<file path="src/include/dbg_port_pkg.sv">
// constants, types and decoders for the debug port control and status registers
`default_nettype none
package dbg_port_pkg;

  // ----------------------------------------
  // register offsets
  // ----------------------------------------
  localparam logic [3:0] OFS_REVISION = 4'h0;
  localparam logic [3:0] OFS_ERROR = 4'h1;
  localparam logic [3:0] OFS_LINK_CTRL = 4'h2;
  localparam logic [3:0] OFS_LINK_OPT = 4'h3;
  localparam logic [3:0] OFS_KEY_STATUS = 4'h7;
  localparam logic [3:0] OFS_RESET_REQ = 4'h8;
  localparam logic [3:0] OFS_CLK_SEL = 4'h9;
  localparam logic [3:0] OFS_SYS_CTRL = 4'hA;
  localparam logic [3:0] OFS_SYS_STATUS = 4'hB;

  // ----------------------------------------
  // field positions
  // ----------------------------------------
  localparam int POS_IBD = 7;
  localparam int POS_PARITY_DIS = 5;
  localparam int POS_TIMEOUT_DIS = 4;
  localparam int POS_RESP_DIS = 3;
  localparam int POS_NACK_DIS = 4;
  localparam int POS_CONT_DIS = 3;
  localparam int POS_PORT_DIS = 2;
  localparam int POS_KEY_UROW = 5;
  localparam int POS_KEY_PROG = 4;
  localparam int POS_KEY_ERASE = 3;
  localparam int POS_UROW_DONE = 1;
  localparam int POS_CLK_REQ = 0;

  // ----------------------------------------
  // reset values and codes
  // ----------------------------------------
  localparam logic [1:0] RST_CLK_SEL = 2'h3;
  localparam logic [4:0] RST_SYS_STATE = 5'h01;
  localparam logic [7:0] RESET_CODE = 8'h59;
  localparam logic [7:0] RUN_CODE = 8'h00;
  localparam logic [2:0] ERR_NONE = 3'h0;
  localparam logic [2:0] ERR_PARITY = 3'h1;
  localparam logic [2:0] ERR_FRAME = 3'h2;
  localparam logic [2:0] ERR_TIMEOUT = 3'h3;
  localparam logic [2:0] ERR_CLOCK = 3'h4;
  localparam logic [2:0] ERR_BUS = 3'h6;
  localparam logic [2:0] ERR_CONTENTION = 3'h7;
  localparam int TIMEOUT_CYCLES = 65536;

  // ----------------------------------------
  // carriers
  // ----------------------------------------
  typedef struct packed {
    logic inter_byte_delay_enable;
    logic parity_check_disable;
    logic timeout_detect_disable;
    logic response_signature_disable;
    logic [2:0] guard_time_select;
    logic negative_ack_disable;
    logic contention_detect_disable;
  } link_cfg_s;

  typedef struct packed {
    logic parity;
    logic frame;
    logic clock_recovery;
    logic bus;
    logic contention;
  } phy_err_s;

  // order matters: matches RST_SYS_STATE, lock flag in bit 0
  typedef struct packed {
    logic system_reset_active;
    logic system_in_sleep;
    logic memory_program_start;
    logic user_row_program_start;
    logic device_lock_flag;
  } sys_state_s;

  // code 7 is reserved; it falls back to the longest guard time
  function automatic logic [7:0] guard_cycles(input logic [2:0] sel);
    guard_cycles = (sel == 3'h7) ? 8'h80 : (8'h80 >> sel);
  endfunction

endpackage
`default_nettype wire

</file>
<file path="src/logic/timeout_watch.sv">
// access layer response time-out watchdog
`timescale 1ns/1ps
`default_nettype none
module timeout_watch #(
  parameter int CYCLES = 65536
) (
  input wire logic ref_clk,
  input wire logic reset,
  input wire logic waiting,
  input wire logic detect_disable,
  output logic expired_q
);

  localparam int W = $clog2(CYCLES);

  logic [W-1:0] count_q;
  logic fired_q;

  // fires once per wait; a new wait must drop and rise again
  always_ff @(posedge ref_clk)
  begin
    if (reset || !waiting || detect_disable)
    begin
      count_q <= '0;
      fired_q <= 1'b0;
      expired_q <= 1'b0;
    end
    else
    begin
      expired_q <= 1'b0;
      if (!fired_q)
      begin
        count_q <= count_q + 1'b1;
        if (count_q == W'(CYCLES - 1))
        begin
          expired_q <= 1'b1;
          fired_q <= 1'b1;
        end
      end
    end
  end
endmodule
`default_nettype wire

</file>
<file path="src/logic/debug_port_control_status.sv">
// control and status register set of the single-wire debug port
`timescale 1ns/1ps
`default_nettype none
module debug_port_control_status #(
  parameter logic [3:0] PORT_REVISION = 4'h1, // arbitrary value
  parameter int TIMEOUT_CYCLES = dbg_port_pkg::TIMEOUT_CYCLES
) (
  input wire logic ref_clk,
  input wire logic reset,
  input wire logic [3:0] reg_addr,
  input wire logic reg_wr,
  input wire logic reg_rd,
  input wire logic [7:0] reg_wdata,
  input wire dbg_port_pkg::phy_err_s phy_err,
  input wire logic access_waiting,
  input wire logic key_urow_hit,
  input wire logic key_prog_hit,
  input wire logic key_erase_hit,
  input wire logic port_enable,
  input wire dbg_port_pkg::sys_state_s sys_state,
  output logic [7:0] reg_rdata_q,
  output dbg_port_pkg::link_cfg_s link_cfg_q,
  output logic [7:0] guard_cycles_q,
  output logic port_shutdown_q,
  output logic access_timeout_q,
  output logic [1:0] clock_select_q,
  output logic system_clock_request_q,
  output logic system_reset_q,
  output logic user_row_program_q
);

  // ----------------------------------------
  // access decode
  // ----------------------------------------
  // only the port instruction path reaches here; no cpu port exists
  function automatic logic hit(input logic [3:0] a, input logic [3:0] ofs);
    hit = (a == ofs);
  endfunction

  logic wr_opt, wr_key, wr_rst, wr_sys, rd_err, port_off;
  assign wr_opt = reg_wr && hit(reg_addr, dbg_port_pkg::OFS_LINK_OPT);
  assign wr_key = reg_wr && hit(reg_addr, dbg_port_pkg::OFS_KEY_STATUS);
  assign wr_rst = reg_wr && hit(reg_addr, dbg_port_pkg::OFS_RESET_REQ);
  assign wr_sys = reg_wr && hit(reg_addr, dbg_port_pkg::OFS_SYS_CTRL);
  assign rd_err = reg_rd && hit(reg_addr, dbg_port_pkg::OFS_ERROR);
  assign port_off = wr_opt && reg_wdata[dbg_port_pkg::POS_PORT_DIS];

  // ----------------------------------------
  // system state synchroniser
  // ----------------------------------------
  logic [4:0] sys_s1_q, sys_s2_q, sys_s3_q;
  dbg_port_pkg::sys_state_s sys_q;
  logic prog_start_prev_q;

  genvar gi;
  generate
    for (gi = 0; gi < 5; gi++)
    begin : g_sync
      always_ff @(posedge ref_clk)
      begin
        if (reset)
        begin
          sys_s1_q[gi] <= dbg_port_pkg::RST_SYS_STATE[gi];
          sys_s2_q[gi] <= dbg_port_pkg::RST_SYS_STATE[gi];
          sys_s3_q[gi] <= dbg_port_pkg::RST_SYS_STATE[gi];
          sys_q[gi] <= dbg_port_pkg::RST_SYS_STATE[gi];
        end
        else
        begin
          sys_s1_q[gi] <= sys_state[gi];
          sys_s2_q[gi] <= sys_s1_q[gi];
          sys_s3_q[gi] <= sys_s2_q[gi];
          if (sys_s2_q[gi] == sys_s3_q[gi])
            sys_q[gi] <= sys_s3_q[gi];
        end
      end
    end
  endgenerate

  always_ff @(posedge ref_clk)
  begin
    if (reset)
      prog_start_prev_q <= 1'b0;
    else
      prog_start_prev_q <= sys_q.memory_program_start;
  end

  // ----------------------------------------
  // error signature
  // ----------------------------------------
  logic [2:0] err_sig_q, event_code;

  // masked sources never reach the code, so they cannot raise it
  always_comb
  begin
    event_code = dbg_port_pkg::ERR_NONE;
    if (phy_err.contention && !link_cfg_q.contention_detect_disable)
      event_code = dbg_port_pkg::ERR_CONTENTION;
    else if (phy_err.bus)
      event_code = dbg_port_pkg::ERR_BUS;
    else if (phy_err.clock_recovery)
      event_code = dbg_port_pkg::ERR_CLOCK;
    else if (access_timeout_q)
      event_code = dbg_port_pkg::ERR_TIMEOUT;
    else if (phy_err.frame)
      event_code = dbg_port_pkg::ERR_FRAME;
    else if (phy_err.parity && !link_cfg_q.parity_check_disable)
      event_code = dbg_port_pkg::ERR_PARITY;
  end

  // a new error in the read cycle wins over the clear
  always_ff @(posedge ref_clk)
  begin
    if (reset || port_off)
      err_sig_q <= dbg_port_pkg::ERR_NONE;
    else if (event_code != dbg_port_pkg::ERR_NONE)
      err_sig_q <= event_code;
    else if (rd_err)
      err_sig_q <= dbg_port_pkg::ERR_NONE;
  end

  timeout_watch #(
    .CYCLES(TIMEOUT_CYCLES)
  ) u_timeout (
    .ref_clk(ref_clk),
    .reset(reset || port_off),
    .waiting(access_waiting),
    .detect_disable(link_cfg_q.timeout_detect_disable),
    .expired_q(access_timeout_q)
  );

  // ----------------------------------------
  // link configuration
  // ----------------------------------------
  always_ff @(posedge ref_clk)
  begin
    if (reset || port_off)
      link_cfg_q <= '0;
    else if (reg_wr && hit(reg_addr, dbg_port_pkg::OFS_LINK_CTRL))
    begin
      link_cfg_q.inter_byte_delay_enable <= reg_wdata[dbg_port_pkg::POS_IBD];
      link_cfg_q.parity_check_disable <= reg_wdata[dbg_port_pkg::POS_PARITY_DIS];
      link_cfg_q.timeout_detect_disable <= reg_wdata[dbg_port_pkg::POS_TIMEOUT_DIS];
      link_cfg_q.response_signature_disable <= reg_wdata[dbg_port_pkg::POS_RESP_DIS];
      link_cfg_q.guard_time_select <= reg_wdata[2:0];
    end
    else if (wr_opt)
    begin
      link_cfg_q.negative_ack_disable <= reg_wdata[dbg_port_pkg::POS_NACK_DIS];
      link_cfg_q.contention_detect_disable <= reg_wdata[dbg_port_pkg::POS_CONT_DIS];
    end
  end

  always_ff @(posedge ref_clk)
  begin
    if (reset)
      guard_cycles_q <= dbg_port_pkg::guard_cycles(3'h0);
    else
      guard_cycles_q <= dbg_port_pkg::guard_cycles(link_cfg_q.guard_time_select);
  end

  // shutdown is a one-cycle notice to the physical layer
  always_ff @(posedge ref_clk)
  begin
    if (reset)
      port_shutdown_q <= 1'b0;
    else
      port_shutdown_q <= port_off;
  end

  // ----------------------------------------
  // key status
  // ----------------------------------------
  logic urow_key_q, prog_key_q, erase_key_q;

  always_ff @(posedge ref_clk)
  begin
    if (reset || port_off)
    begin
      urow_key_q <= 1'b0;
      prog_key_q <= 1'b0;
      erase_key_q <= 1'b0;
    end
    else
    begin
      // writing the bit ends the user-row session
      if (key_urow_hit)
        urow_key_q <= 1'b1;
      else if (wr_key && reg_wdata[dbg_port_pkg::POS_KEY_UROW])
        urow_key_q <= 1'b0;
      if (key_prog_hit)
        prog_key_q <= 1'b1;
      else if (sys_q.memory_program_start && !prog_start_prev_q)
        prog_key_q <= 1'b0;
      if (key_erase_hit)
        erase_key_q <= 1'b1;
      else if (wr_rst && reg_wdata == dbg_port_pkg::RESET_CODE)
        erase_key_q <= 1'b0;
    end
  end

  // ----------------------------------------
  // system interface control
  // ----------------------------------------
  logic [7:0] reset_req_q;

  // port disable leaves the system reset alone; it belongs to the system
  always_ff @(posedge ref_clk)
  begin
    if (reset)
    begin
      reset_req_q <= dbg_port_pkg::RUN_CODE;
      system_reset_q <= 1'b0;
    end
    else if (wr_rst)
    begin
      reset_req_q <= reg_wdata;
      if (reg_wdata == dbg_port_pkg::RESET_CODE)
        system_reset_q <= 1'b1;
      else if (reg_wdata == dbg_port_pkg::RUN_CODE)
        system_reset_q <= 1'b0;
    end
  end

  always_ff @(posedge ref_clk)
  begin
    if (reset || port_off || port_enable)
      clock_select_q <= dbg_port_pkg::RST_CLK_SEL;
    else if (reg_wr && hit(reg_addr, dbg_port_pkg::OFS_CLK_SEL) && reg_wdata[1:0] != 2'h0)
      clock_select_q <= reg_wdata[1:0];
  end

  always_ff @(posedge ref_clk)
  begin
    if (reset || port_off)
      system_clock_request_q <= 1'b0;
    else if (port_enable)
      system_clock_request_q <= 1'b1;
    else if (wr_sys)
      system_clock_request_q <= reg_wdata[dbg_port_pkg::POS_CLK_REQ];
  end

  always_ff @(posedge ref_clk)
  begin
    if (reset)
      user_row_program_q <= 1'b0;
    else
      user_row_program_q <= wr_sys && urow_key_q
        && reg_wdata[dbg_port_pkg::POS_UROW_DONE];
  end

  // ----------------------------------------
  // read path
  // ----------------------------------------
  logic [7:0] rd_value;

  always_comb
  begin
    rd_value = 8'h00;
    unique case (reg_addr)
      dbg_port_pkg::OFS_REVISION: rd_value = {PORT_REVISION, 4'h0};
      dbg_port_pkg::OFS_ERROR: rd_value = {5'h00, err_sig_q};
      dbg_port_pkg::OFS_LINK_CTRL: rd_value = {link_cfg_q.inter_byte_delay_enable, 1'b0,
        link_cfg_q.parity_check_disable, link_cfg_q.timeout_detect_disable,
        link_cfg_q.response_signature_disable, link_cfg_q.guard_time_select};
      dbg_port_pkg::OFS_LINK_OPT: rd_value = {3'h0, link_cfg_q.negative_ack_disable,
        link_cfg_q.contention_detect_disable, 3'h0};
      dbg_port_pkg::OFS_KEY_STATUS: rd_value = {2'h0, urow_key_q, prog_key_q,
        erase_key_q, 3'h0};
      dbg_port_pkg::OFS_RESET_REQ: rd_value = reset_req_q;
      dbg_port_pkg::OFS_CLK_SEL: rd_value = {6'h00, clock_select_q};
      dbg_port_pkg::OFS_SYS_CTRL: rd_value = {7'h00, system_clock_request_q};
      dbg_port_pkg::OFS_SYS_STATUS: rd_value = {2'h0,
        sys_q.system_reset_active || system_reset_q,
        sys_q.system_in_sleep,
        sys_q.memory_program_start, sys_q.user_row_program_start, 1'b0,
        sys_q.device_lock_flag};
      default: rd_value = 8'h00;
    endcase
  end

  always_ff @(posedge ref_clk)
  begin
    if (reset)
      reg_rdata_q <= 8'h00;
    else if (reg_rd)
      reg_rdata_q <= rd_value;
  end
endmodule
`default_nettype wire

</file>
<file path="config.mk">
export PLATFORM = sky130hd
export DESIGN_NAME = debug_port_control_status
export DESIGN_NICKNAME = d
export VERILOG_FILES = /design/src/include/dbg_port_pkg.sv /design/src/logic/timeout_watch.sv /design/src/logic/debug_port_control_status.sv
export SDC_FILE = /design/constraint.sdc
export NUM_CORES = 1
export LEC_CHECK = 0
export BUFFER_PORTS_ARGS = -buffer_cell sky130_fd_sc_hd__buf_2
export CAP_MARGIN = 0
export CORE_MARGIN = 2
export CORE_UTILIZATION = 40
export CTS_CLUSTER_DIAMETER = 100
export DETAILED_ROUTE_END_ITERATION = 8
export PLACE_DENSITY = 0.66
export SYNTH_ARGS = -nofsm -noshare
export SYNTH_HDL_FRONTEND = slang
export SYNTH_SLANG_ARGS = --single-unit
</file>
<file path="constraint.sdc">
create_clock -name ref_clk -period 2.3 [get_ports ref_clk]
set_clock_uncertainty 0.05 [all_clocks]
set_input_delay 0.46 -clock ref_clk [delete_from_list [all_inputs] [get_ports ref_clk]]
set_output_delay 0.46 -clock ref_clk [all_outputs]
set_load 0.03 [all_outputs]
</file>
==> results of run 1 <==
[logic make-up after synthesis]
family | Yosys count | synth area share (%)
and+or+nand+nor | 174 | 26.9
DFF | 84 | 48.8
AOI/OAI and AO/OA | 62 | 11.8
buffers and inverters | 29 | 3.67
muxes | 18 | 5.48
xor gates and xnor gates | 11 | 2.80
adders and majority gates | 1 | 0.363
other | 1 | 0.109
[layout make-up]
class	instances	area [sq um]	area share [%]
Inverter	10	37.5	0.932
Tap cell	105	131	3.26
Sequential cell	84	1680	41.8
Clock inverter	5	52.6	1.31
Timing Repair Buffer	68	355	8.83
Clock buffer	11	131	3.26
Multi-Input combinational cell	267	1640	40.6
[worst paths after layout]
path	slack [ns]	end	from
setup / recovery	0.62	u_timeout.count_q[15]$_SDFFE_PP0N_	u_timeout.fired_q$_SDFF_PP0_
hold / removal	0.24	sys_s1_q[0]$_SDFF_PP1_	sys_state[0]
setup reg to reg	0.62	u_timeout.count_q[15]$_SDFFE_PP0N_	u_timeout.fired_q$_SDFF_PP0_
hold reg to reg	0.37	sys_s2_q[0]$_SDFF_PP1_	sys_s1_q[0]$_SDFF_PP1_
[cell usage in the layout (no fill, tap or decap), types with 4 or more instances in the layout]
master	synthesis	final
sky130_fd_sc_hd__nor2_1	40	40
sky130_fd_sc_hd__xnor2_1	7	7
sky130_fd_sc_hd__a22o_1	5	5
sky130_fd_sc_hd__xor2_1	4	4
sky130_fd_sc_hd__nor3_1	13	13
sky130_fd_sc_hd__clkbuf_8	0	9
sky130_fd_sc_hd__nor2b_1	20	20
sky130_fd_sc_hd__nand2b_1	10	10
sky130_fd_sc_hd__a21oi_1	27	27
sky130_fd_sc_hd__inv_1	10	10
sky130_fd_sc_hd__buf_2	11	62
sky130_fd_sc_hd__mux2i_1	14	14
sky130_fd_sc_hd__nand4_1	8	8
sky130_fd_sc_hd__or2_2	4	4
sky130_fd_sc_hd__nand2_1	25	25
sky130_fd_sc_hd__and3_1	6	6
sky130_fd_sc_hd__buf_4	1	6
sky130_fd_sc_hd__nand3_1	24	24
sky130_fd_sc_hd__dfxtp_1	84	84
sky130_fd_sc_hd__o21ai_0	7	7
[worst max-delay path: cells and delay by family, from the launching register on]
kind / cells / cell delay, ns
flip-flops: 1 / 0.38
AND/OR/NAND/NOR: 3 / 0.83
multiplexers: 1 / 0.31
[power breakdown]
group	internal (uW)	switching, uW
Sequential	1480	17.6
Clock	497	500
Combinational	75.2	125
Total	2050	643
[state kept, by name, summed over array words and instances (netlist names), 2 cells and up]
signal,count
clock_select_q,2
err_sig_q,3
guard_cycles_q,8
link_cfg_q,9
reg_rdata_q,8
reset_req_q,8
sys_q,5
sys_s1_q,5
sys_s2_q,5
sys_s3_q,5
u_timeout.count_q,16
[through the flow]
| stage | power (uW) | cells | area, sq um | util [%] | hold WS, ns |
|---|---|---|---|---|---|
| floorplan | 1660 | 380 | 3440 | - | 0.339 |
| global placement | 1730 | 534 | 3840 | 46.3 | 0.347 |
| detailed placement | 1730 | 534 | 3840 | 46.3 | 0.348 |
| CTS | 2720 | 550 | 4030 | 48.5 | 0.228 |
| global route | 2820 | 550 | 4030 | 48.5 | 0.247 |
| finish | 2700 | 550 | 4030 | 48.5 | 0.240 |
[routing by layer]
metal / share of wire [%] / up-vias
met5: 0 / -
met4: 1.9 / 0
met3: 5.2 / 11
met2: 47 / 77
met1: 46 / 1339
li1: - / 1448
==> flow_summary.html, run 1 <==
<table>
<tr><th>Metric</th><th>Value</th></tr>
<tr><th colspan="2">Timing</th></tr>
<tr><td>Final hold violation count</td><td>0</td></tr>
<tr><td>Final Critical Period</td><td>1.68 ns</td></tr>
<tr><td>Total Negative Setup Slacks</td><td>0 ns</td></tr>
<tr><td>Transition time of the tightest slew-check pin</td><td>0.527 ns</td></tr>
<tr><td>Max transition margin</td><td>64.4%</td></tr>
<tr><td>Final setup violating endpoints</td><td>0</td></tr>
<tr><td>Final setup margin</td><td>0.624 ns</td></tr>
<tr><td>Final Slew Violations</td><td>0</td></tr>
<tr><td>Share of the clock period used by the worst path</td><td>72.9%</td></tr>
<tr><td>RSZ-0062 raised after global routing</td><td>no</td></tr>
<tr><td>Achievable frequency</td><td>0.596 GHz</td></tr>
<tr><th colspan="2">Floorplanning</th></tr>
<tr><td>Core Box Area</td><td>8300 sq um</td></tr>
<tr><td>Number of top-level design ports</td><td>63</td></tr>
<tr><td>Placement Rows</td><td>33</td></tr>
<tr><td>Chip Width</td><td>96.8 um</td></tr>
<tr><td>Effective utilization at floorplan</td><td>41.5%</td></tr>
<tr><td>Die outline height</td><td>96.8 um</td></tr>
<tr><td>Area of the die</td><td>9370 sq um</td></tr>
<tr><th colspan="2">Power</th></tr>
<tr><td>Leakage power total</td><td>0.00166 uW</td></tr>
<tr><td>Power per cell area</td><td>670 nW/um^2</td></tr>
<tr><td>VDD IR-drop max</td><td>0.000306 V</td></tr>
<tr><th colspan="2">Clocking</th></tr>
<tr><td>Number of buffers between clock root and the deepest sink</td><td>2</td></tr>
<tr><td>H-tree level count</td><td>3</td></tr>
<tr><td>Clock network latency to the later pin of the worst-skew pair</td><td>0.35 ns</td></tr>
<tr><td>Clk slew on worst S/H paths</td><td>0.08 ns</td></tr>
<tr><td>CTS sink cnt</td><td>84</td></tr>
<tr><td>Count of cells resized by post-cts repair</td><td>0</td></tr>
<tr><td>Cts-stage hold buffer count</td><td>0</td></tr>
<tr><td>Post-CTS Setup Inserts</td><td>0</td></tr>
<tr><td>Clock tree from TritonCTS</td><td>built</td></tr>
<tr><td>Root cell of the clock tree</td><td>sky130_fd_sc_hd__clkbuf_8</td></tr>
<tr><td>Total CTS buffers</td><td>9</td></tr>
<tr><th colspan="2">GRT</th></tr>
<tr><td>Via count of the first global-routing pass</td><td>2664</td></tr>
<tr><td>Met2 GRT Util</td><td>27.5%</td></tr>
<tr><td>Global-route met1 utilization</td><td>22.6%</td></tr>
<tr><td>Met3 layer usage reported by global route</td><td>4.19%</td></tr>
<tr><td>Antenna violations before repair</td><td>0</td></tr>
<tr><td>Global Route Usage Sum</td><td>17.1%</td></tr>
<tr><td>Congestion Overflow GR</td><td>0</td></tr>
<tr><td>Pin count of the biggest net entering global routing</td><td>30</td></tr>
<tr><td>First-pass GRT wire length</td><td>13100 um</td></tr>
<tr><td>Global-route layer with the greatest usage</td><td>met2</td></tr>
<tr><th colspan="2">Logic synthesis</th></tr>
<tr><td>Top-area cell type share of the netlist area</td><td>48.8%</td></tr>
<tr><td>Sequential fraction of the synthesis area</td><td>48.8%</td></tr>
<tr><td>Average size of a mapped cell</td><td>9.06 sq um</td></tr>
<tr><td>Syn. warnings</td><td>0</td></tr>
<tr><td>Ys flop type</td><td>sky130_fd_sc_hd__dfxtp_1</td></tr>
<tr><td>FF+latch count, synth</td><td>84</td></tr>
<tr><td>Share of flip-flops with an asynchronous set or reset after synthesis</td><td>0%</td></tr>
<tr><td>Total nets after synthesis</td><td>412</td></tr>
<tr><td>Largest area contributor in the netlist</td><td>sky130_fd_sc_hd__dfxtp_1</td></tr>
<tr><td>Mapped Area</td><td>3440 sq um</td></tr>
<tr><td>Distinct cells, synth</td><td>56</td></tr>
<tr><td>Most common cell in the netlist</td><td>sky130_fd_sc_hd__dfxtp_1</td></tr>
<tr><td>Number of synthesized flops with an enable pin</td><td>0</td></tr>
<tr><td>Gate count after technology mapping</td><td>380</td></tr>
<tr><td>Commonest cells post-synth</td><td>sky130_fd_sc_hd__dfxtp_1, sky130_fd_sc_hd__nor2_1, sky130_fd_sc_hd__a21oi_1</td></tr>
<tr><td>Cell types with the largest area share after synthesis</td><td>sky130_fd_sc_hd__dfxtp_1, sky130_fd_sc_hd__nor2_1, sky130_fd_sc_hd__mux2i_1, sky130_fd_sc_hd__a21oi_1, sky130_fd_sc_hd__nor2b_1</td></tr>
<tr><th colspan="2">Drt</th></tr>
<tr><td>Wire length per cell after detailed routing</td><td>14.3 um</td></tr>
<tr><td>Via count of the routed design</td><td>2875</td></tr>
<tr><td>DRC violation count after routing</td><td>0</td></tr>
<tr><td>Detailed-route vias per instance</td><td>5.23</td></tr>
<tr><td>First DRT Iteration DRCs</td><td>164</td></tr>
<tr><td>Total Routed Length</td><td>7880 um</td></tr>
<tr><td>Remaining number of nets flagged by the antenna check after routing</td><td>0</td></tr>
<tr><td>Iteration count of the initial detailed-routing pass</td><td>4</td></tr>
<tr><th colspan="2">Final layout</th></tr>
<tr><td>Diodes inserted</td><td>0</td></tr>
<tr><td>Area growth from synthesis to layout</td><td>16.9%</td></tr>
<tr><td>Share of cells above drive strength 1</td><td>21.6%</td></tr>
<tr><td># fillers</td><td>807</td></tr>
<tr><td>Number of nets in the layout</td><td>472</td></tr>
<tr><th colspan="2">Placement</th></tr>
<tr><td>Count of port buffers added during placement</td><td>62</td></tr>
<tr><td>Worst slack at placement</td><td>0.340 ns</td></tr>
<tr><td>Final HPWL from detailed placement</td><td>5810 um</td></tr>
<tr><td>Routability congestion estimate</td><td>0.886</td></tr>
<tr><th colspan="2">Setup path</th></tr>
<tr><td>Cell with the biggest individual delay on the critical path</td><td>sky130_fd_sc_hd__dfxtp_1</td></tr>
<tr><td>Critical-path cell list</td><td>nand4b_1, nor4_2, nand4_1, mux2_4</td></tr>
<tr><td>Critical path startpoint category</td><td>register</td></tr>
<tr><td>Worst path required time</td><td>2.49 ns</td></tr>
<tr><td>Longest individual stage delay on the worst path</td><td>0.38 ns</td></tr>
<tr><td>Type of the setup path with the least slack</td><td>register to register</td></tr>
<tr><td>Arr. time, crit path</td><td>1.87 ns</td></tr>
<tr><td>Number of cells traversed by the worst register-to-register path</td><td>4</td></tr>
<tr><td>Crit-path max FO</td><td>7</td></tr>
<tr><td>Sort of element at the end of the critical path</td><td>register</td></tr>
<tr><th colspan="2">Job</th></tr>
<tr><td>Maximum capacitance violations</td><td>0</td></tr>
<tr><th colspan="2">Min path</th></tr>
<tr><td>Cell depth of the worst min-delay path</td><td>2</td></tr>
<tr><td>Path class of the lowest-slack min-delay path</td><td>input pin to register</td></tr>
<tr><th colspan="2">Status</th></tr>
<tr><td>Result of the run</td><td>finished clean</td></tr>
</table>
Power figures use the tool's default switching activity.
==> run 2, diff against run 1 <==
- PLACE_DENSITY: 0.66 -> 0.68
- clock period: 2.3 -> 1.53 ns (I/O delays scaled with it)
==> flow_summary.html, run 2 (synthesis gave the netlist of run 1 again) <==
<table>
<tr><th>Metric</th><th>Value</th></tr>
<tr><th colspan="2">Power</th></tr>
<tr><td>Final Total Pwr</td><td>4200 uW</td></tr>
<tr><td>VDD IR-drop max</td><td>0.000552 V</td></tr>
<tr><td>Leakage power total</td><td>0.00191 uW</td></tr>
<tr><td>Power per cell area</td><td>949 nW/um^2</td></tr>
<tr><th colspan="2">Timing</th></tr>
<tr><td>Final Slew Violations</td><td>0</td></tr>
<tr><td>Final setup violating endpoints</td><td>0</td></tr>
<tr><td>Achievable frequency</td><td>0.676 GHz</td></tr>
<tr><td>Final hold violation count</td><td>0</td></tr>
<tr><td>Transition time of the tightest slew-check pin</td><td>0.487 ns</td></tr>
<tr><td>Final Critical Period</td><td>1.48 ns</td></tr>
<tr><td>Share of the clock period used by the worst path</td><td>96.6%</td></tr>
<tr><td>Total Negative Setup Slacks</td><td>0 ns</td></tr>
<tr><td>Max transition margin</td><td>67.1%</td></tr>
<tr><th colspan="2">Clocking</th></tr>
<tr><td>Clk slew on worst S/H paths</td><td>0.08 ns</td></tr>
<tr><td>Clock network latency to the later pin of the worst-skew pair</td><td>0.35 ns</td></tr>
<tr><td>CTS sink cnt</td><td>84</td></tr>
<tr><td>Number of buffers between clock root and the deepest sink</td><td>2</td></tr>
<tr><td>Root cell of the clock tree</td><td>sky130_fd_sc_hd__clkbuf_8</td></tr>
<tr><td>H-tree level count</td><td>3</td></tr>
<tr><td>Clock tree from TritonCTS</td><td>built</td></tr>
<tr><td>Total CTS buffers</td><td>9</td></tr>
<tr><th colspan="2">Final layout</th></tr>
<tr><td>Number of nets in the layout</td><td>515</td></tr>
<tr><td>Diodes inserted</td><td>0</td></tr>
<tr><td>Share of cells above drive strength 1</td><td>30.5%</td></tr>
<tr><td>Register ranked first by flip-flop count</td><td>u_timeout.count_q</td></tr>
<tr><td>Area growth from synthesis to layout</td><td>28.5%</td></tr>
<tr><td># fillers</td><td>777</td></tr>
<tr><td>Design area</td><td>4430 sq um</td></tr>
<tr><td>FF/Latch Area</td><td>1690 sq um</td></tr>
<tr><td>Largest registers</td><td>u_timeout.count_q: 16 flops, link_cfg_q: 9 flops</td></tr>
<tr><td>Largest register FFs</td><td>16</td></tr>
<tr><td>Most frequent standard cell in the layout excluding fill and tap cells</td><td>sky130_fd_sc_hd__dfxtp_1</td></tr>
<tr><td>Footprint of the multi-input gates</td><td>1680 sq um</td></tr>
<tr><td>Top library cells by usage in the layout, fill and taps aside</td><td>sky130_fd_sc_hd__dfxtp_1, sky130_fd_sc_hd__buf_2, sky130_fd_sc_hd__buf_4</td></tr>
<tr><th colspan="2">Setup path</th></tr>
<tr><td>Number of cells traversed by the worst register-to-register path</td><td>4</td></tr>
<tr><td>Critical Path Source</td><td>u_timeout.count_q[6]$_SDFFE_PP0N_</td></tr>
<tr><td>Crit-path max FO</td><td>5</td></tr>
<tr><td>FF-to-FF setup slack</td><td>0.05 ns</td></tr>
<tr><td>FF-to-FF Start</td><td>u_timeout.count_q[6]$_SDFFE_PP0N_</td></tr>
<tr><td>Arr. time, crit path</td><td>1.68 ns</td></tr>
<tr><td>Endpoint of the worst-slack reg-to-reg timing path</td><td>u_timeout.count_q[15]$_SDFFE_PP0N_</td></tr>
<tr><td>Sort of element at the end of the critical path</td><td>register</td></tr>
<tr><td>End point of the critical path</td><td>u_timeout.count_q[15]$_SDFFE_PP0N_</td></tr>
<tr><td>Worst path required time</td><td>1.73 ns</td></tr>
<tr><td>Critical path startpoint category</td><td>register</td></tr>
<tr><td>Type of the setup path with the least slack</td><td>register to register</td></tr>
<tr><th colspan="2">Placement</th></tr>
<tr><td>Final HPWL from detailed placement</td><td>6200 um</td></tr>
<tr><td>Count of port buffers added during placement</td><td>62</td></tr>
<tr><td>Cell area after placement</td><td>4170 sq um</td></tr>
<tr><td>Routability congestion estimate</td><td>0.879</td></tr>
<tr><th colspan="2">GRT</th></tr>
<tr><td>Pin count of the biggest net entering global routing</td><td>20</td></tr>
<tr><td>Global Route Usage Sum</td><td>18.4%</td></tr>
<tr><td>First-pass GRT wire length</td><td>14000 um</td></tr>
<tr><td>Congestion Overflow GR</td><td>0</td></tr>
<tr><td>Via count of the first global-routing pass</td><td>2962</td></tr>
<tr><td>Antenna violations before repair</td><td>0</td></tr>
<tr><th colspan="2">Floorplanning</th></tr>
<tr><td>Placement Rows</td><td>33</td></tr>
<tr><td>Die outline height</td><td>96.8 um</td></tr>
<tr><td>Chip Width</td><td>96.8 um</td></tr>
<tr><td>Number of top-level design ports</td><td>63</td></tr>
<tr><td>Area of the die</td><td>9370 sq um</td></tr>
<tr><td>Effective utilization at floorplan</td><td>41.5%</td></tr>
<tr><td>Core Box Area</td><td>8300 sq um</td></tr>
<tr><th colspan="2">Min path</th></tr>
<tr><td>Path class of the lowest-slack min-delay path</td><td>input pin to register</td></tr>
<tr><th colspan="2">Drt</th></tr>
<tr><td>First DRT Iteration DRCs</td><td>102</td></tr>
<tr><td>Detailed-route vias per instance</td><td>5.12</td></tr>
<tr><td>Wire length per cell after detailed routing</td><td>14.5 um</td></tr>
<tr><td>DRC violation count after routing</td><td>0</td></tr>
<tr><td>Total Routed Length</td><td>8570 um</td></tr>
<tr><td>Remaining number of nets flagged by the antenna check after routing</td><td>0</td></tr>
<tr><td>Via count of the routed design</td><td>3038</td></tr>
<tr><td>Iteration count of the initial detailed-routing pass</td><td>4</td></tr>
<tr><th colspan="2">Job</th></tr>
<tr><td>Maximum capacitance violations</td><td>0</td></tr>
<tr><th colspan="2">Status</th></tr>
<tr><td>Result of the run</td><td>finished clean</td></tr>
</table>
## run 2: timing repair
item / 4_1_cts / 5_1_grt
endpoints found under the hold margin: 0 / 0
endpoints found under the setup margin: 1 / 5
setup buffers: 0 / 1
hold buffers: 0 / 0
pin swaps: 1 / 3
gates resized for setup: 0 / 14
## run 2: how the worst min path moves through the flow
stage,start,to,slack (ns),cells past startpoint
6_report,sys_state[0],sys_s1_q[0]$_SDFF_PP1_,0.08,2
3_3_place_gp,sys_s1_q[0]$_SDFF_PP1_,sys_s2_q[0]$_SDFF_PP1_,0.34,1
4_1_cts,sys_state[0],sys_s1_q[0]$_SDFF_PP1_,0.07,2
2_1_floorplan,sys_s1_q[0]$_SDFF_PP1_,sys_s2_q[0]$_SDFF_PP1_,0.34,1
3_5_place_dp,sys_s1_q[0]$_SDFF_PP1_,sys_s2_q[0]$_SDFF_PP1_,0.34,1
5_1_grt,sys_state[0],sys_s1_q[0]$_SDFF_PP1_,0.08,2
## run 2: area by class of cell
cell class,count,share of cell area (%)
Clock buffer,12,3.28
Clock inverter,4,1.10
Inverter,10,0.848
Multi-Input combinational cell,267,38.0
Sequential cell,84,38.2
Tap cell,105,2.97
Timing Repair Buffer,111,15.6
## run 2: power by group
group	switching (uW)	internal [uW]
clock network	785	799
registers	27.1	2230
logic	205	155
## run 2: metrics by stage
step                setup WS, ns  hold slack [ns]  util, %  instances
floorplan                -0.0149            0.339        -        380
global placement         -0.0727            0.343     50.2        576
detailed placement       -0.0976            0.343     50.2        576
CTS                       0.0226           0.0675     52.6        592
global route             -0.0343           0.0815     53.3        593
finish                    0.0518           0.0805     53.3        593
## run 2: layer usage
metal  track usage (%)  part of all wire [%]
met3              4.99                   6.1
met4              8.02                   1.4
met1              23.6                    46
met5                 0                     0
met2              29.3                    47
## run 2: worst max-delay path, cell delays in order, from the launching register on
cell	delay, ns
sky130_fd_sc_hd__dfxtp_1	0.39
sky130_fd_sc_hd__nand4_4	0.15
sky130_fd_sc_hd__nor4_4	0.32
sky130_fd_sc_hd__nand4_1	0.15
sky130_fd_sc_hd__mux2_4	0.31
==> run 3, diff against run 2 <==
- PLACE_DENSITY: 0.68 -> 0.66
- SKIP_CTS_REPAIR_TIMING: default -> 1
- clock period: 1.53 -> 1.6 ns (I/O delays scaled with it)
==> flow_summary.html, run 3 (synthesis gave the netlist of run 1 again) <==
<table>
<tr><th>Metric</th><th>Value</th></tr>
<tr><th colspan="2">Status</th></tr>
<tr><td>Result of the run</td><td>finished clean</td></tr>
<tr><th colspan="2">Power</th></tr>
<tr><td>Int Power</td><td>2830 uW</td></tr>
<tr><td>Proportion of power drawn by the clock network</td><td>35.2%</td></tr>
<tr><td>Power share of the combinational group</td><td>8.5%</td></tr>
<tr><td>VDD IR-drop max</td><td>0.000473 V</td></tr>
<tr><td>Leakage power total</td><td>0.00179 uW</td></tr>
<tr><td>Psw</td><td>997 uW</td></tr>
<tr><td>Switching Share</td><td>26.0%</td></tr>
<tr><td>Reg power frac</td><td>56.3%</td></tr>
<tr><td>Power per cell area</td><td>900 nW/um^2</td></tr>
<tr><th colspan="2">Floorplanning</th></tr>
<tr><td>Die outline height</td><td>96.8 um</td></tr>
<tr><td>Number of top-level design ports</td><td>63</td></tr>
<tr><td>Placement Rows</td><td>33</td></tr>
<tr><td>Effective utilization at floorplan</td><td>41.5%</td></tr>
<tr><td>Core Box Area</td><td>8300 sq um</td></tr>
<tr><td>Area of the die</td><td>9370 sq um</td></tr>
<tr><td>Chip Width</td><td>96.8 um</td></tr>
<tr><th colspan="2">Setup path</th></tr>
<tr><td>Type of the setup path with the least slack</td><td>register to register</td></tr>
<tr><td>Sort of element at the end of the critical path</td><td>register</td></tr>
<tr><td>Critical-path cell list</td><td>nand4_2, nor4_2, nand4_1, mux2_4</td></tr>
<tr><td>Worst path required time</td><td>1.80 ns</td></tr>
<tr><td>FF-to-FF Start</td><td>u_timeout.count_q[9]$_SDFFE_PP0N_</td></tr>
<tr><td>Cell with the biggest individual delay on the critical path</td><td>sky130_fd_sc_hd__dfxtp_1</td></tr>
<tr><td>Critical path startpoint category</td><td>register</td></tr>
<tr><td>Longest individual stage delay on the worst path</td><td>0.36 ns</td></tr>
<tr><td>Arr. time, crit path</td><td>1.70 ns</td></tr>
<tr><td>Dominant delay contributor by cell family on the critical path</td><td>simple AND/OR/NAND/NOR gates</td></tr>
<tr><td>Critical Path Source</td><td>u_timeout.count_q[9]$_SDFFE_PP0N_</td></tr>
<tr><td>Worst path bufs/invs</td><td>0</td></tr>
<tr><td>Crit-path max FO</td><td>4</td></tr>
<tr><th colspan="2">Timing</th></tr>
<tr><td>Final hold violation count</td><td>0</td></tr>
<tr><td>RSZ-0062 raised after global routing</td><td>yes</td></tr>
<tr><td>Final setup violating endpoints</td><td>0</td></tr>
<tr><td>Total Negative Setup Slacks</td><td>0 ns</td></tr>
<tr><td>Final Critical Period</td><td>1.50 ns</td></tr>
<tr><td>Final Slew Violations</td><td>0</td></tr>
<tr><td>Achievable frequency</td><td>0.667 GHz</td></tr>
<tr><td>Share of the clock period used by the worst path</td><td>93.7%</td></tr>
<tr><td>Minimum hold slack</td><td>0.109 ns</td></tr>
<tr><th colspan="2">Min path</th></tr>
<tr><td>Beginning of the worst hold path</td><td>sys_state[0]</td></tr>
<tr><td>Path class of the lowest-slack min-delay path</td><td>input pin to register</td></tr>
<tr><th colspan="2">Placement</th></tr>
<tr><td>Final HPWL from detailed placement</td><td>6070 um</td></tr>
<tr><td>Cell area after placement</td><td>4080 sq um</td></tr>
<tr><td>Routability congestion estimate</td><td>0.869</td></tr>
<tr><td>Count of port buffers added during placement</td><td>62</td></tr>
<tr><th colspan="2">GRT</th></tr>
<tr><td>Antenna violations before repair</td><td>1</td></tr>
<tr><td>Global Route Usage Sum</td><td>17.9%</td></tr>
<tr><td>First-pass GRT wire length</td><td>13800 um</td></tr>
<tr><td>Via count of the first global-routing pass</td><td>2876</td></tr>
<tr><td>Congestion Overflow GR</td><td>0</td></tr>
<tr><td>Pin count of the biggest net entering global routing</td><td>45</td></tr>
<tr><th colspan="2">Final layout</th></tr>
<tr><td>Diodes inserted</td><td>0</td></tr>
<tr><td>Most frequent standard cell in the layout excluding fill and tap cells</td><td>sky130_fd_sc_hd__dfxtp_1</td></tr>
<tr><td>Share of cells above drive strength 1</td><td>26.7%</td></tr>
<tr><td>Share of the core filled with cells</td><td>51.3%</td></tr>
<tr><td>Largest registers</td><td>u_timeout.count_q: 16 flops, link_cfg_q: 9 flops</td></tr>
<tr><td>Top library cells by usage in the layout, fill and taps aside</td><td>sky130_fd_sc_hd__dfxtp_1, sky130_fd_sc_hd__buf_2, sky130_fd_sc_hd__nor2_1</td></tr>
<tr><td>Number of nets in the layout</td><td>500</td></tr>
<tr><td>Design area</td><td>4250 sq um</td></tr>
<tr><td>Area growth from synthesis to layout</td><td>23.5%</td></tr>
<tr><td>Largest register FFs</td><td>16</td></tr>
<tr><td>Register ranked first by flip-flop count</td><td>u_timeout.count_q</td></tr>
<tr><th colspan="2">Clocking</th></tr>
<tr><td>H-tree level count</td><td>3</td></tr>
<tr><td>Clock tree from TritonCTS</td><td>built</td></tr>
<tr><td>CTS sink cnt</td><td>84</td></tr>
<tr><td>Root cell of the clock tree</td><td>sky130_fd_sc_hd__clkbuf_8</td></tr>
<tr><td>Number of buffers between clock root and the deepest sink</td><td>2</td></tr>
<tr><td>Clk slew on worst S/H paths</td><td>0.09 ns</td></tr>
<tr><td>Clock network latency to the later pin of the worst-skew pair</td><td>0.35 ns</td></tr>
<tr><td>Total CTS buffers</td><td>9</td></tr>
<tr><th colspan="2">Job</th></tr>
<tr><td>Maximum capacitance violations</td><td>0</td></tr>
<tr><th colspan="2">Drt</th></tr>
<tr><td>Total Routed Length</td><td>8030 um</td></tr>
<tr><td>Via count of the routed design</td><td>3015</td></tr>
<tr><td>Detailed-route vias per instance</td><td>5.23</td></tr>
<tr><td>Remaining number of nets flagged by the antenna check after routing</td><td>0</td></tr>
<tr><td>First DRT Iteration DRCs</td><td>134</td></tr>
<tr><td>Wire length per cell after detailed routing</td><td>13.9 um</td></tr>
<tr><td>Iteration count of the initial detailed-routing pass</td><td>4</td></tr>
<tr><td>DRC violation count after routing</td><td>0</td></tr>
</table>
==> run 3: cell types whose count changed in the layout (fill, tap and decap cells not counted), sizes merged <==
| cell | previous run | this run |
|---|---|---|
| buf | 111 | 96 |
| bufinv | 1 | 0 |
| clkbuf | 12 | 9 |
| clkinv | 3 | 0 |
| clkinvlp | 0 | 4 |
| inv | 10 | 12 |
==> run 3: per-layer routing <==
metal	up-vias	part of all wire [%]	wire [um]	track usage [%]
met5	-	0.14	11	0
li1	1510	-	-	-
met2	77	46	3730	28.7
met1	1409	45	3610	23.2
met4	2	2.6	206	7.37
met3	17	5.9	474	4.19
==> run 3: area by class of cell <==
class,instances,area [sq um]
timing repair buffer,96,591
clock buffer,9,124
multi-input combinational,267,1640
inverter,10,37.5
fill,780,4050
sequential,84,1680
tap,105,131
clock inverter,6,47.5
==> run 3: path summary, 6_finish.rpt <==
kind                                         to  slack (ns)  cells past startpoint
max          u_timeout.count_q[15]$_SDFFE_PP0N_        0.10                      4
max reg2reg  u_timeout.count_q[15]$_SDFFE_PP0N_        0.10                      4
min reg2reg              sys_s2_q[0]$_SDFF_PP1_        0.38                      1
min                      sys_s1_q[0]$_SDFF_PP1_        0.11                      2
==> run 3: through the flow <==
| stage | setup slack [ns] | power, uW | std cells |
|---|---|---|---|
| 5_1_grt | -0.0187 | 4000 | 577 |
| 6_report | 0.100 | 3830 | 577 |
| 3_5_place_dp | -0.104 | 2530 | 562 |
| 4_1_cts | 0.0844 | 3860 | 577 |
| 3_3_place_gp | -0.0759 | 2530 | 562 |
| 2_1_floorplan | 0.0388 | 2380 | 380 |
==> run 3: power groups by stage <==
stage / clock (uW) / sequential [uW] / combinational [uW]
6_report: 1350 / 2160 / 327
5_1_grt: 1480 / 2160 / 361
4_1_cts: 1380 / 2160 / 327
3_5_place_dp: 0 / 2210 / 325
3_3_place_gp: 0 / 2200 / 322
2_1_floorplan: 0 / 2220 / 165
